===== config.mk =====
export PLATFORM = sky130hd
export DESIGN_NAME = emfa_arbiter
export DESIGN_NICKNAME = d
export VERILOG_FILES = /design/src/rtl/emfa_pkg.sv /design/src/rtl/emfa_arbiter.sv
export VERILOG_INCLUDE_DIRS = /design/src /design/src/rtl
export SDC_FILE = /design/constraint.sdc
export NUM_CORES = 2
export LEC_CHECK = 0
export BUFFER_PORTS_ARGS = -buffer_cell sky130_fd_sc_hd__clkbuf_2
export CORE_MARGIN = 2
export CORE_UTILIZATION = 44
export CTS_CLUSTER_SIZE = 20
export DETAILED_ROUTE_END_ITERATION = 12
export GPL_ROUTABILITY_DRIVEN = 1
export SYNTH_ARGS = -nofsm -noshare
export SYNTH_HDL_FRONTEND = slang
export SYNTH_HIERARCHICAL = 1
export SYNTH_SLANG_ARGS = --single-unit

===== constraint.sdc =====
create_clock -name clk_i -period 5.47 [get_ports clk_i]
set_input_delay 0.8205 -clock clk_i [delete_from_list [all_inputs] [get_ports clk_i]]
set_output_delay 0.8205 -clock clk_i [all_outputs]
set_load 0.005 [all_outputs]

===== src/rtl/emfa_regs.svh =====
// Constants for the event message arbiter: word layout and sizing.
`ifndef EMFA_REGS_SVH
`define EMFA_REGS_SVH
`define EMFA_WORD_W      64
`define EMFA_ID_W        8
`define EMFA_ID_LSB      56
`define EMFA_PAYLOAD_W   56
`define EMFA_NUM_SRC     4
`define EMFA_LOCAL_DEPTH 4
`define EMFA_OUT_DEPTH   32
`define EMFA_TS_W        64
`endif


===== src/rtl/emfa_pkg.sv =====
// Types for the event message arbiter.
package emfa_pkg;
   typedef logic [63:0] emfa_word_t;
   typedef struct packed {
      logic [7:0]  id;
      logic [55:0] payload;
   } emfa_event_s;
   typedef enum logic [1:0] {
      EMFA_IDLE = 2'b00,
      EMFA_TS   = 2'b01,
      EMFA_EVT  = 2'b10
   } emfa_state_e;
endpackage


===== src/rtl/emfa_arbiter.sv =====
// Event message arbiter: per-source queues merged round-robin into one outbound queue.
//
// Behaviour
// - Event is one 64-bit word; top eight bits carry the source identifier.
// - When a source's write condition holds, its packed word enters its local buffer unless that buffer is full.
// - Each source exposes its fixed identifier and embeds it in its packed word.
// - A local buffer per source holds pending words; a push into a full buffer is dropped and flagged on evt_drop_o.
// - One writer slot per source; granted only when round-robin counter equals its id.
// - Granted slot writes timestamp word then its event word to outbound queue.
// - Only one slot drives the outbound queue at any time.
// - Timestamp records write time, not arrival; bursts drain over several rounds.
`timescale 1ns/10ps
`include "emfa_regs.svh"

module emfa_fifo #(
   parameter int WIDTH = 64,
   parameter int DEPTH = 32
) (
   // Clock and reset
   input  wire logic             clk_i,
   input  wire logic             reset_n_i,
   // Fill side
   input  wire logic             in_valid_i,
   input  wire logic [WIDTH-1:0] in_data_i,
   output logic                  in_ready_o,
   // Drain side
   output logic                  out_valid_o,
   output logic [WIDTH-1:0]      out_data_o,
   input  wire logic             out_ready_i
);
   localparam int AW = (DEPTH > 1) ? $clog2(DEPTH) : 1;
   logic [WIDTH-1:0] mem_q [DEPTH];
   logic [AW-1:0]    wr_q;
   logic [AW-1:0]    rd_q;
   logic [AW:0]      cnt_q;
   logic             push;
   logic             pop;

   assign in_ready_o  = (cnt_q != (AW+1)'(DEPTH));
   assign out_valid_o = (cnt_q != '0);
   assign out_data_o  = mem_q[rd_q];
   assign push        = in_valid_i && in_ready_o;
   assign pop         = out_valid_o && out_ready_i;

   always_ff @(posedge clk_i) begin
      if (push) begin
         mem_q[wr_q] <= in_data_i;
      end
   end

   always_ff @(posedge clk_i or negedge reset_n_i) begin
      if (!reset_n_i) begin
         wr_q  <= '0;
         rd_q  <= '0;
         cnt_q <= '0;
      end else begin
         if (push) begin
            wr_q <= (wr_q == AW'(DEPTH-1)) ? '0 : wr_q + 1'b1;
         end
         if (pop) begin
            rd_q <= (rd_q == AW'(DEPTH-1)) ? '0 : rd_q + 1'b1;
         end
         cnt_q <= cnt_q + (AW+1)'(push) - (AW+1)'(pop);
      end
   end
endmodule

module emfa_arbiter #(
   parameter int NUM_SRC     = `EMFA_NUM_SRC,
   parameter int LOCAL_DEPTH = `EMFA_LOCAL_DEPTH,
   parameter int OUT_DEPTH   = `EMFA_OUT_DEPTH
) (
   // Clock and reset
   input  wire logic                              clk_i,
   input  wire logic                              reset_n_i,
   // Event sources
   input  wire logic [NUM_SRC-1:0]                evt_cond_i,
   input  wire logic [NUM_SRC-1:0][`EMFA_PAYLOAD_W-1:0] evt_payload_i,
   output logic [NUM_SRC-1:0][`EMFA_ID_W-1:0]     evt_id_o,
   output logic [NUM_SRC-1:0]                     evt_drop_o,
   // Outbound host queue
   output logic                                   host_valid_o,
   output logic [`EMFA_WORD_W-1:0]                host_data_o,
   input  wire logic                              host_ready_i
);
   typedef logic [`EMFA_ID_W-1:0] id_t;

   emfa_pkg::emfa_event_s        evt_word [NUM_SRC];
   logic [NUM_SRC-1:0]           loc_ready;
   logic [NUM_SRC-1:0]           loc_valid;
   logic [NUM_SRC-1:0]           loc_pop;
   emfa_pkg::emfa_word_t         loc_data [NUM_SRC];
   logic [NUM_SRC-1:0]           grant;
   emfa_pkg::emfa_state_e        state_q;
   id_t                          rr_q;
   logic [`EMFA_TS_W-1:0]        ts_q;
   emfa_pkg::emfa_word_t         out_word;
   logic                         out_push;
   logic                         out_ready;
   emfa_pkg::emfa_word_t         cur_data;
   logic                         cur_valid;
   logic                         q_valid;
   emfa_pkg::emfa_word_t         q_data;

   for (genvar s = 0; s < NUM_SRC; s++) begin : g_src
      always_comb begin
         evt_word[s].id      = id_t'(s);
         evt_word[s].payload = evt_payload_i[s];
      end
      // Local buffer absorbs bursts while this source waits for its turn.
      emfa_fifo #(
         .WIDTH (`EMFA_WORD_W),
         .DEPTH (LOCAL_DEPTH)
      ) u_local (
         .clk_i       (clk_i),
         .reset_n_i   (reset_n_i),
         .in_valid_i  (evt_cond_i[s]),
         .in_data_i   (evt_word[s]),
         .in_ready_o  (loc_ready[s]),
         .out_valid_o (loc_valid[s]),
         .out_data_o  (loc_data[s]),
         .out_ready_i (loc_pop[s])
      );
      assign grant[s]   = (rr_q == id_t'(s));
      assign loc_pop[s] = grant[s] && (state_q == emfa_pkg::EMFA_EVT) && out_ready;
      always_ff @(posedge clk_i or negedge reset_n_i) begin
         if (!reset_n_i) begin
            evt_id_o[s]   <= '0;
            evt_drop_o[s] <= 1'b0;
         end else begin
            evt_id_o[s]   <= id_t'(s);
            evt_drop_o[s] <= evt_cond_i[s] && !loc_ready[s];
         end
      end

   end

   // Only the granted slot's buffer is selected, so the queue has a single writer.
   always_comb begin
      cur_data  = '0;
      cur_valid = 1'b0;
      for (int s = 0; s < NUM_SRC; s++) begin
         if (grant[s]) begin
            cur_data  = loc_data[s];
            cur_valid = loc_valid[s];
         end
      end
   end

   always_ff @(posedge clk_i or negedge reset_n_i) begin
      if (!reset_n_i) begin
         ts_q <= '0;
      end else begin
         ts_q <= ts_q + 1'b1;
      end
   end

   // A busy slot costs three cycles and an idle one a single cycle. A source that keeps
   // pushing faster than its turn comes round fills its local buffer, and the events
   // beyond its depth are lost and flagged on the drop output.
   // Slot sequencer: timestamp word, then event word, then next identifier.
   always_ff @(posedge clk_i or negedge reset_n_i) begin
      if (!reset_n_i) begin
         state_q <= emfa_pkg::EMFA_IDLE;
         rr_q    <= '0;
      end else begin
         case (state_q)
            emfa_pkg::EMFA_IDLE: begin
               if (cur_valid) begin
                  state_q <= emfa_pkg::EMFA_TS;
               end else begin
                  rr_q <= (rr_q == id_t'(NUM_SRC-1)) ? '0 : rr_q + 1'b1;
               end
            end
            emfa_pkg::EMFA_TS: begin
               if (out_ready) begin
                  state_q <= emfa_pkg::EMFA_EVT;
               end
            end
            emfa_pkg::EMFA_EVT: begin
               if (out_ready) begin
                  state_q <= emfa_pkg::EMFA_IDLE;
                  rr_q    <= (rr_q == id_t'(NUM_SRC-1)) ? '0 : rr_q + 1'b1;
               end
            end
            default: begin
               state_q <= emfa_pkg::EMFA_IDLE;
            end
         endcase
      end
   end

   // Timestamp is taken at the write, so it shows queue time, not arrival.
   assign out_push = (state_q == emfa_pkg::EMFA_TS) || (state_q == emfa_pkg::EMFA_EVT);
   assign out_word = (state_q == emfa_pkg::EMFA_TS) ? ts_q : cur_data;

   emfa_fifo #(
      .WIDTH (`EMFA_WORD_W),
      .DEPTH (OUT_DEPTH)
   ) u_out (
      .clk_i       (clk_i),
      .reset_n_i   (reset_n_i),
      .in_valid_i  (out_push),
      .in_data_i   (out_word),
      .in_ready_o  (out_ready),
      .out_valid_o (q_valid),
      .out_data_o  (q_data),
      .out_ready_i (!host_valid_o || host_ready_i)
   );

   // Output register keeps host-facing ports straight from flip-flops.
   always_ff @(posedge clk_i or negedge reset_n_i) begin
      if (!reset_n_i) begin
         host_valid_o <= 1'b0;
         host_data_o  <= '0;
      end else if (!host_valid_o || host_ready_i) begin
         host_valid_o <= q_valid;
         host_data_o  <= q_data;
      end
   end
endmodule


# ---- Word level (Yosys, flattened, before mapping)
# Memories as Yosys holds them, arrays and structs flattened. A register that Yosys moved wholly into a read port is not among the register bits.
# Cells that the tools add are included.
dict set report word_totals {
  regBits 125
  n_memories 5
  inputBits 231
  ramBits 2944
}
dict set report op_classes {
  muxes 37
  addsub 22
  n_eq_ne 24
  reduce_logical 40
}
# name depth width rd rd_clocked_by_memory_dff write_ports line_no
set mem_list {}
lappend mem_list {u_out.mem_q 32 64 1 1 1 emfa_arbiter.sv:32} ;# logic [WIDTH-1:0] mem_q [DEPTH];
lappend mem_list {{g_src[0].u_local.mem_q} 4 56 1 0 1 emfa_arbiter.sv:32}
lappend mem_list {{g_src[1].u_local.mem_q} 4 56 1 0 1 emfa_arbiter.sv:32}
lappend mem_list {{g_src[2].u_local.mem_q} 4 56 1 0 1 emfa_arbiter.sv:32}
lappend mem_list {{g_src[3].u_local.mem_q} 4 56 1 0 1 emfa_arbiter.sv:32}
# op count
set ops {}
lappend ops {{$mux 64} 5}
lappend ops {{$add 64x1->64 const B} 1}
lappend ops {{$mux 8} 3}
lappend ops {{$logic_and 1x1->1} 22}
lappend ops {{$mux 2} 11}
lappend ops {{$eq 2x2->1 const B} 9}
lappend ops {{$add 2x1->2 const B} 8}
lappend ops {{$eq 8x2->1 const B} 2}
lappend ops {{$pmux 8 s2} 1}
lappend ops {{$mux 1} 14}
lappend ops {{$add 3x1->3} 4}
lappend ops {{$ne 3x3->1 const B} 4}
lappend ops {{$reduce_bool 3->1} 4}
lappend ops {{$sub 3x1->3} 4}
lappend ops {{$add 5x1->5 const B} 2}
lappend ops {{$eq 5x5->1 const B} 2}
lappend ops {{$mux 5} 2}
lappend ops {{$add 8x1->8 const B} 1}
lappend ops {{$eq 8x1->1 const B} 1}
lappend ops {{$logic_not 8->1} 1}
lappend ops {{$ne 2x2->1 const B} 4}
lappend ops {{$add 6x1->6} 1}
lappend ops {{$logic_not 1->1} 6}
lappend ops {{$ne 6x6->1 const B} 1}
lappend ops {{8 further kinds} 10}

# ---- Longest topological paths before layout
dict set report depth {
  word_depth 7
  depth_mapped 14
  ltp_nobuf 14
}

# ---- Modules after synthesis
# Netlist, hierarchy kept.
# module seq_area_each_um2 n_inst area_each_um2 cells_each
set modules_own_cells {}
lappend modules_own_cells {{emfa_fifo (u_out)} 61899.4 1 78323.9 3458}
lappend modules_own_cells {{emfa_fifo (g_src[2].u_local)} 7862.5 1 9720.6 377}
lappend modules_own_cells {{emfa_fifo (g_src[1].u_local)} 7862.5 1 9716.8 377}
lappend modules_own_cells {{emfa_fifo (g_src[0].u_local)} 7862.5 1 9709.3 377}
lappend modules_own_cells {{emfa_fifo (g_src[3].u_local)} 7862.5 1 9655.5 372}
lappend modules_own_cells {emfa_arbiter 3603.5 1 8828.5 952}

# ---- Least setup slack after synthesis
# No wires, ideal clock.
dict set report synth_path {
  kind {reg-to-reg}
  from {reg u_out.cnt_q[2]}
  to {mem u_out.mem_q[31][0] (enable)}
  synth_period_minus_slack_ps 4543
  n_path_buf 1
  arrival_ps 4057
  setup_slack_ps 927
  setup_ps 487
  path_stages_with_launch 8
  path_cell_list {dfrtp_1 -> inv_1 -> ha_1 -> nand4bb_1 -> and2_1 -> clkbuf_1 -> nand2_1 -> nor2_1}
}
dict set report synth_via {
  elab_chain_cells 4
}
# item line_no
set synth_lines {}
lappend synth_lines {{start, declared} emfa_arbiter.sv:35} ;# logic [AW:0] cnt_q;
lappend synth_lines {{start signal, assigned} emfa_arbiter.sv:63} ;# cnt_q <= cnt_q + (AW+1)'(push) - (AW+1)'(pop);
lappend synth_lines {{$ne 6x6->1} emfa_arbiter.sv:39} ;# assign in_ready_o = (cnt_q != (AW+1)'(DEPTH));
lappend synth_lines {{named net out_ready} emfa_arbiter.sv:99} ;# logic out_ready;
lappend synth_lines {{$logic_and 1x1->1} emfa_arbiter.sv:42} ;# assign push = in_valid_i && in_ready_o;
lappend synth_lines {{$mux 1} emfa_arbiter.sv:46} ;# if (push) begin
lappend synth_lines {{$mux 1 (not written as such)} emfa_arbiter.sv:47} ;# mem_q[wr_q] <= in_data_i;
lappend synth_lines {{end, declared} emfa_arbiter.sv:32}
# The timed path passes the listed nets, and every way through them passes these cells.

# ---- Final worst setup path
dict set report layout_path {
  from {reg rr_q[2]}
  to {mem u_out.mem_q[31][38] (data pin)}
}
dict set report layout_via {
  elab_chain_cells 6
  word_cells_on_any_way 9
}
# item line_no
set layout_lines {}
lappend layout_lines {{start, declared} emfa_arbiter.sv:95} ;# id_t rr_q;
lappend layout_lines {{start signal, assigned} emfa_arbiter.sv:172} ;# rr_q <= (rr_q == id_t'(NUM_SRC-1)) ? '0 : rr_q + 1'b1;
lappend layout_lines {{start signal, assigned} emfa_arbiter.sv:183} ;# rr_q <= (rr_q == id_t'(NUM_SRC-1)) ? '0 : rr_q + 1'b1;
lappend layout_lines {{$logic_not 8->1} emfa_arbiter.sv:124} ;# assign grant[s] = (rr_q == id_t'(s));
lappend layout_lines {{$mux 64 (3 in a row)} emfa_arbiter.sv:143} ;# if (grant[s]) begin
lappend layout_lines {{$mux 64 *} emfa_arbiter.sv:143}
lappend layout_lines {{$mux 64 *} emfa_arbiter.sv:195} ;# assign out_word = (state_q == emfa_pkg::EMFA_TS) ? ts_q : cur_data;
lappend layout_lines {{named net out_word[38]} emfa_arbiter.sv:97} ;# emfa_pkg::emfa_word_t out_word;
# The timed path passes the listed nets; every way through them passes the cells marked *.

==> impl_metrics.yaml <==
clock_tree:
  clock_sinks: 3260
  cts_buffers: 340
  clockBufferDepth: 4
  htree_num_levels: 5
  cts_tree: "built"
  clk_pin_slew_ns: 0.06
  clk_latency_ns: 0.94
  ctsResizeCount: 0
  root_buffer: "clkbuf_16"
grt:
  antenna_found_initial: 85
  grt_pass1_vias: 63643
  overflow: 0
  grt_max_degree: 83
  grt_pass1_wl_mm: 470
  grt.total_usage_pct: 22.5
floorplanning:
  fp.dieH_um: 539
  die_area_um2: 291000
  die_w_um: 539
  coreArea_um2: 285000
  initial_utilization_pct: 44.2
  io_pins: 332
  row_count: 196
power_and_ir_drop:
  p_per_area_nw_per_um2: 585
  power_leakage_nw: 47.4
  p_total_mw: 84.7
  peakVddDrop_uv: 416
worst_setup_path:
  worstPathArrival_ns: 4.39
  startpoint: "rr_q[2]"
  critPathLaunchType: "flop"
  setup.worst_path.end: "u_out/mem_q[31][38]"
  cp.required_ns: 6.01
  rr_endpoint: "u_out/mem_q[31][38]"
  rr_startpoint: "rr_q[2]"
  worst-setup-path-type: "flop to flop"
  r2r_slack_ns: 1.62
  end_kind: "flop"
  critPathMaxFanout: 47
  r2r_cells: 5
drt:
  via_per_inst: 5.91
  dr_total_vias: 62904
  drtAntennaViolNets: 0
  dr.first_iter.drc_count: 6956
  routed_wirelength_mm: 329
  first_pass_iters: 6
  drcViolationCount: 0
  wire_per_inst_um: 31.0
logic_synthesis:
  synth-seq-cells: 3260
  synth_area_um2: 126000
  ys_seq_area_share_pct: 77.0
  yosysUniqueCellTypes: 78
  synth.top_cells.by_area: "edfxtp_1 (73%), mux4_2 (12%), dfrtp_1 (3.7%), mux2_2 (1.4%), mux2i_1 (0.98%)"
  synth_top_area_share_pct: 73.2
  yosysTopAreaCell: "edfxtp_1"
  syn_area_per_cell_um2: 21.3
  synthFlopType: "edfxtp_1"
  synthTopCellsByCount: "edfxtp_1 (3072), mux4_2 (663), dfrtp_1 (188)"
  postSynth.asyncResetShare_pct: 5.77
  yosysWarnings: 6
  yosysMostFrequentCell: "edfxtp_1"
  synth_cells: 5913
  synth_edf_count: 3072
sta:
  setup_ws_ns: 1.62
  finalSetupViolations: 0
  clock_skew_ns: 0.0493
  relSlewSlack_pct: 10.7
  rsz0062_at_grt: "false"
  clock.fmax_mhz: 260
  final_hold_viol_count: 0
  final_max_slew_viol_count: 0
  min_period_ns: 3.85
  tightestPinTransition_ns: 1.34
  whs_ns: 0.101
  fin_setup_tns_ns: 0
  fin_crit_sh_pct: 70.4
place:
  hpwl_mm: 194
  place_area_um2: 134000
  port_buffers: 303
  dp_slack_ns: 1.57
  gp_congestion: 0.780
cells_and_area:
  layout.nets: 6872
  stdcell_area_um2: 145000
  layout-drive-gt1-share_pct: 29.4
  area_growth_pct: 15.0
worst_hold_path:
  hold_class: "input pin to flop"
run:
  maxCapViolations: 0
run_status:
  status: "completed"
==> through the flow <==
step | instances | util [%]
5_1_grt | 10625 | 50.8
2_1_floorplan | 6068 | -
6_report | 10637 | 50.8
3_5_place_dp | 10000 | 47.0
3_3_place_gp | 10000 | 47.0
4_1_cts | 10622 | 50.8
==> worst min path at each step <==
stage,start,to,slack [ns],cells after the start
6_report,evt_payload_i[186],g_src[3].u_local/mem_q[0][18],0.10,1
5_1_grt,evt_payload_i[74],g_src[1].u_local/mem_q[3][18],0.09,1
4_1_cts,evt_payload_i[186],g_src[3].u_local/mem_q[0][18],0.04,1
3_5_place_dp,rr_q[7],rr_q[7],0.46,1
3_3_place_gp,rr_q[7],rr_q[7],0.45,1
2_1_floorplan,rr_q[7],rr_q[7],0.43,1
==> critical path, stage by stage (launching register included) <==
cell      delay [ns]
dfrtp_1         0.45
or4_1           0.56
nor3_4          0.36
nand2b_4        0.55
buf_4           0.45
o21ai_2         0.99
==> state kept, by name, indices dropped and copies added, names as in the netlist <==
signal               count
evt_drop_o               4
evt_id_o                 1
g_src.u_local/cnt_q     12
g_src.u_local/mem_q   1024
g_src.u_local/rd_q       8
g_src.u_local/wr_q       8
host_data_o             64
host_valid_o             1
rr_q                     8
state_q                  2
ts_q                    64
u_out/cnt_q              6
u_out/mem_q           2048
u_out/rd_q               5
u_out/wr_q               5
==> layer usage <==
metal	global-route usage, %	vias to the layer above	wire, um
met5	0	-	815
met4	5.20	132	7320
met3	5.47	590	27900
met2	36.1	2428	158000
met1	31.1	33778	135000
li1	-	25976	-
==> cell usage in the layout, fill, tap and decap left out, drive strengths merged, types with 48 or more instances in the layout <==
cell type and instances:
edfxtp 3072, clkbuf 732, mux4 663, buf 226, dfrtp 188, mux2 166
conb 157, clkinv 138, a21oi 132, o22ai 127, mux2i 123, nand2 119
a22oi 105, nor2b 82, o21ai 79, nor3 74, a221oi 64, a211oi 63
inv 61, nor2 60, ha 53, xnor2 48
==> power breakdown <==
| part | switching, mW | leakage [nW] | internal, mW |
|---|---|---|---|
| registers | 1.75 | 30.5 | 35.6 |
| clock network | 9.62 | 5.31 | 13.1 |
| logic | 16.0 | 11.6 | 8.72 |
| total | 27.4 | 47.4 | 57.3 |
==> kinds of logic (layout without fill, tap and decap cells) <==
kind of cell / count (synthesis) / after routing / share of synthesized area (%)
adder cells (fa/ha/maj): 58 / 58 / 0.606
multiplexers: 952 / 952 / 14.3
flip-flops: 3260 / 3260 / 77.0
XOR/XNOR: 76 / 76 / 0.528
AND/OR/NAND/NOR: 506 / 506 / 2.25
AO/OA/AOI/OAI: 656 / 656 / 3.63
other: 2 / 170 / 0.00596
buffers and inverters: 403 / 1197 / 1.69
==> repair_timing <==
action,CTS,global route
endpoints found under the hold margin,39,0
hold buffers,1,0
setup buffers,0,0
==> area by class of cell <==
cell class              instances  area, um^2
fillers                     22515      140000
flip-flops and latches       3260       97000
multi-input cells            2405       28200
clock buffers                 430        9020
well taps                    3762        4710
repair buffers                529        3830
clock inverters               191        1940
inverters                      47         176
diodes                         13        32.5
No activity file was read; power rests on OpenSTA's default activity.
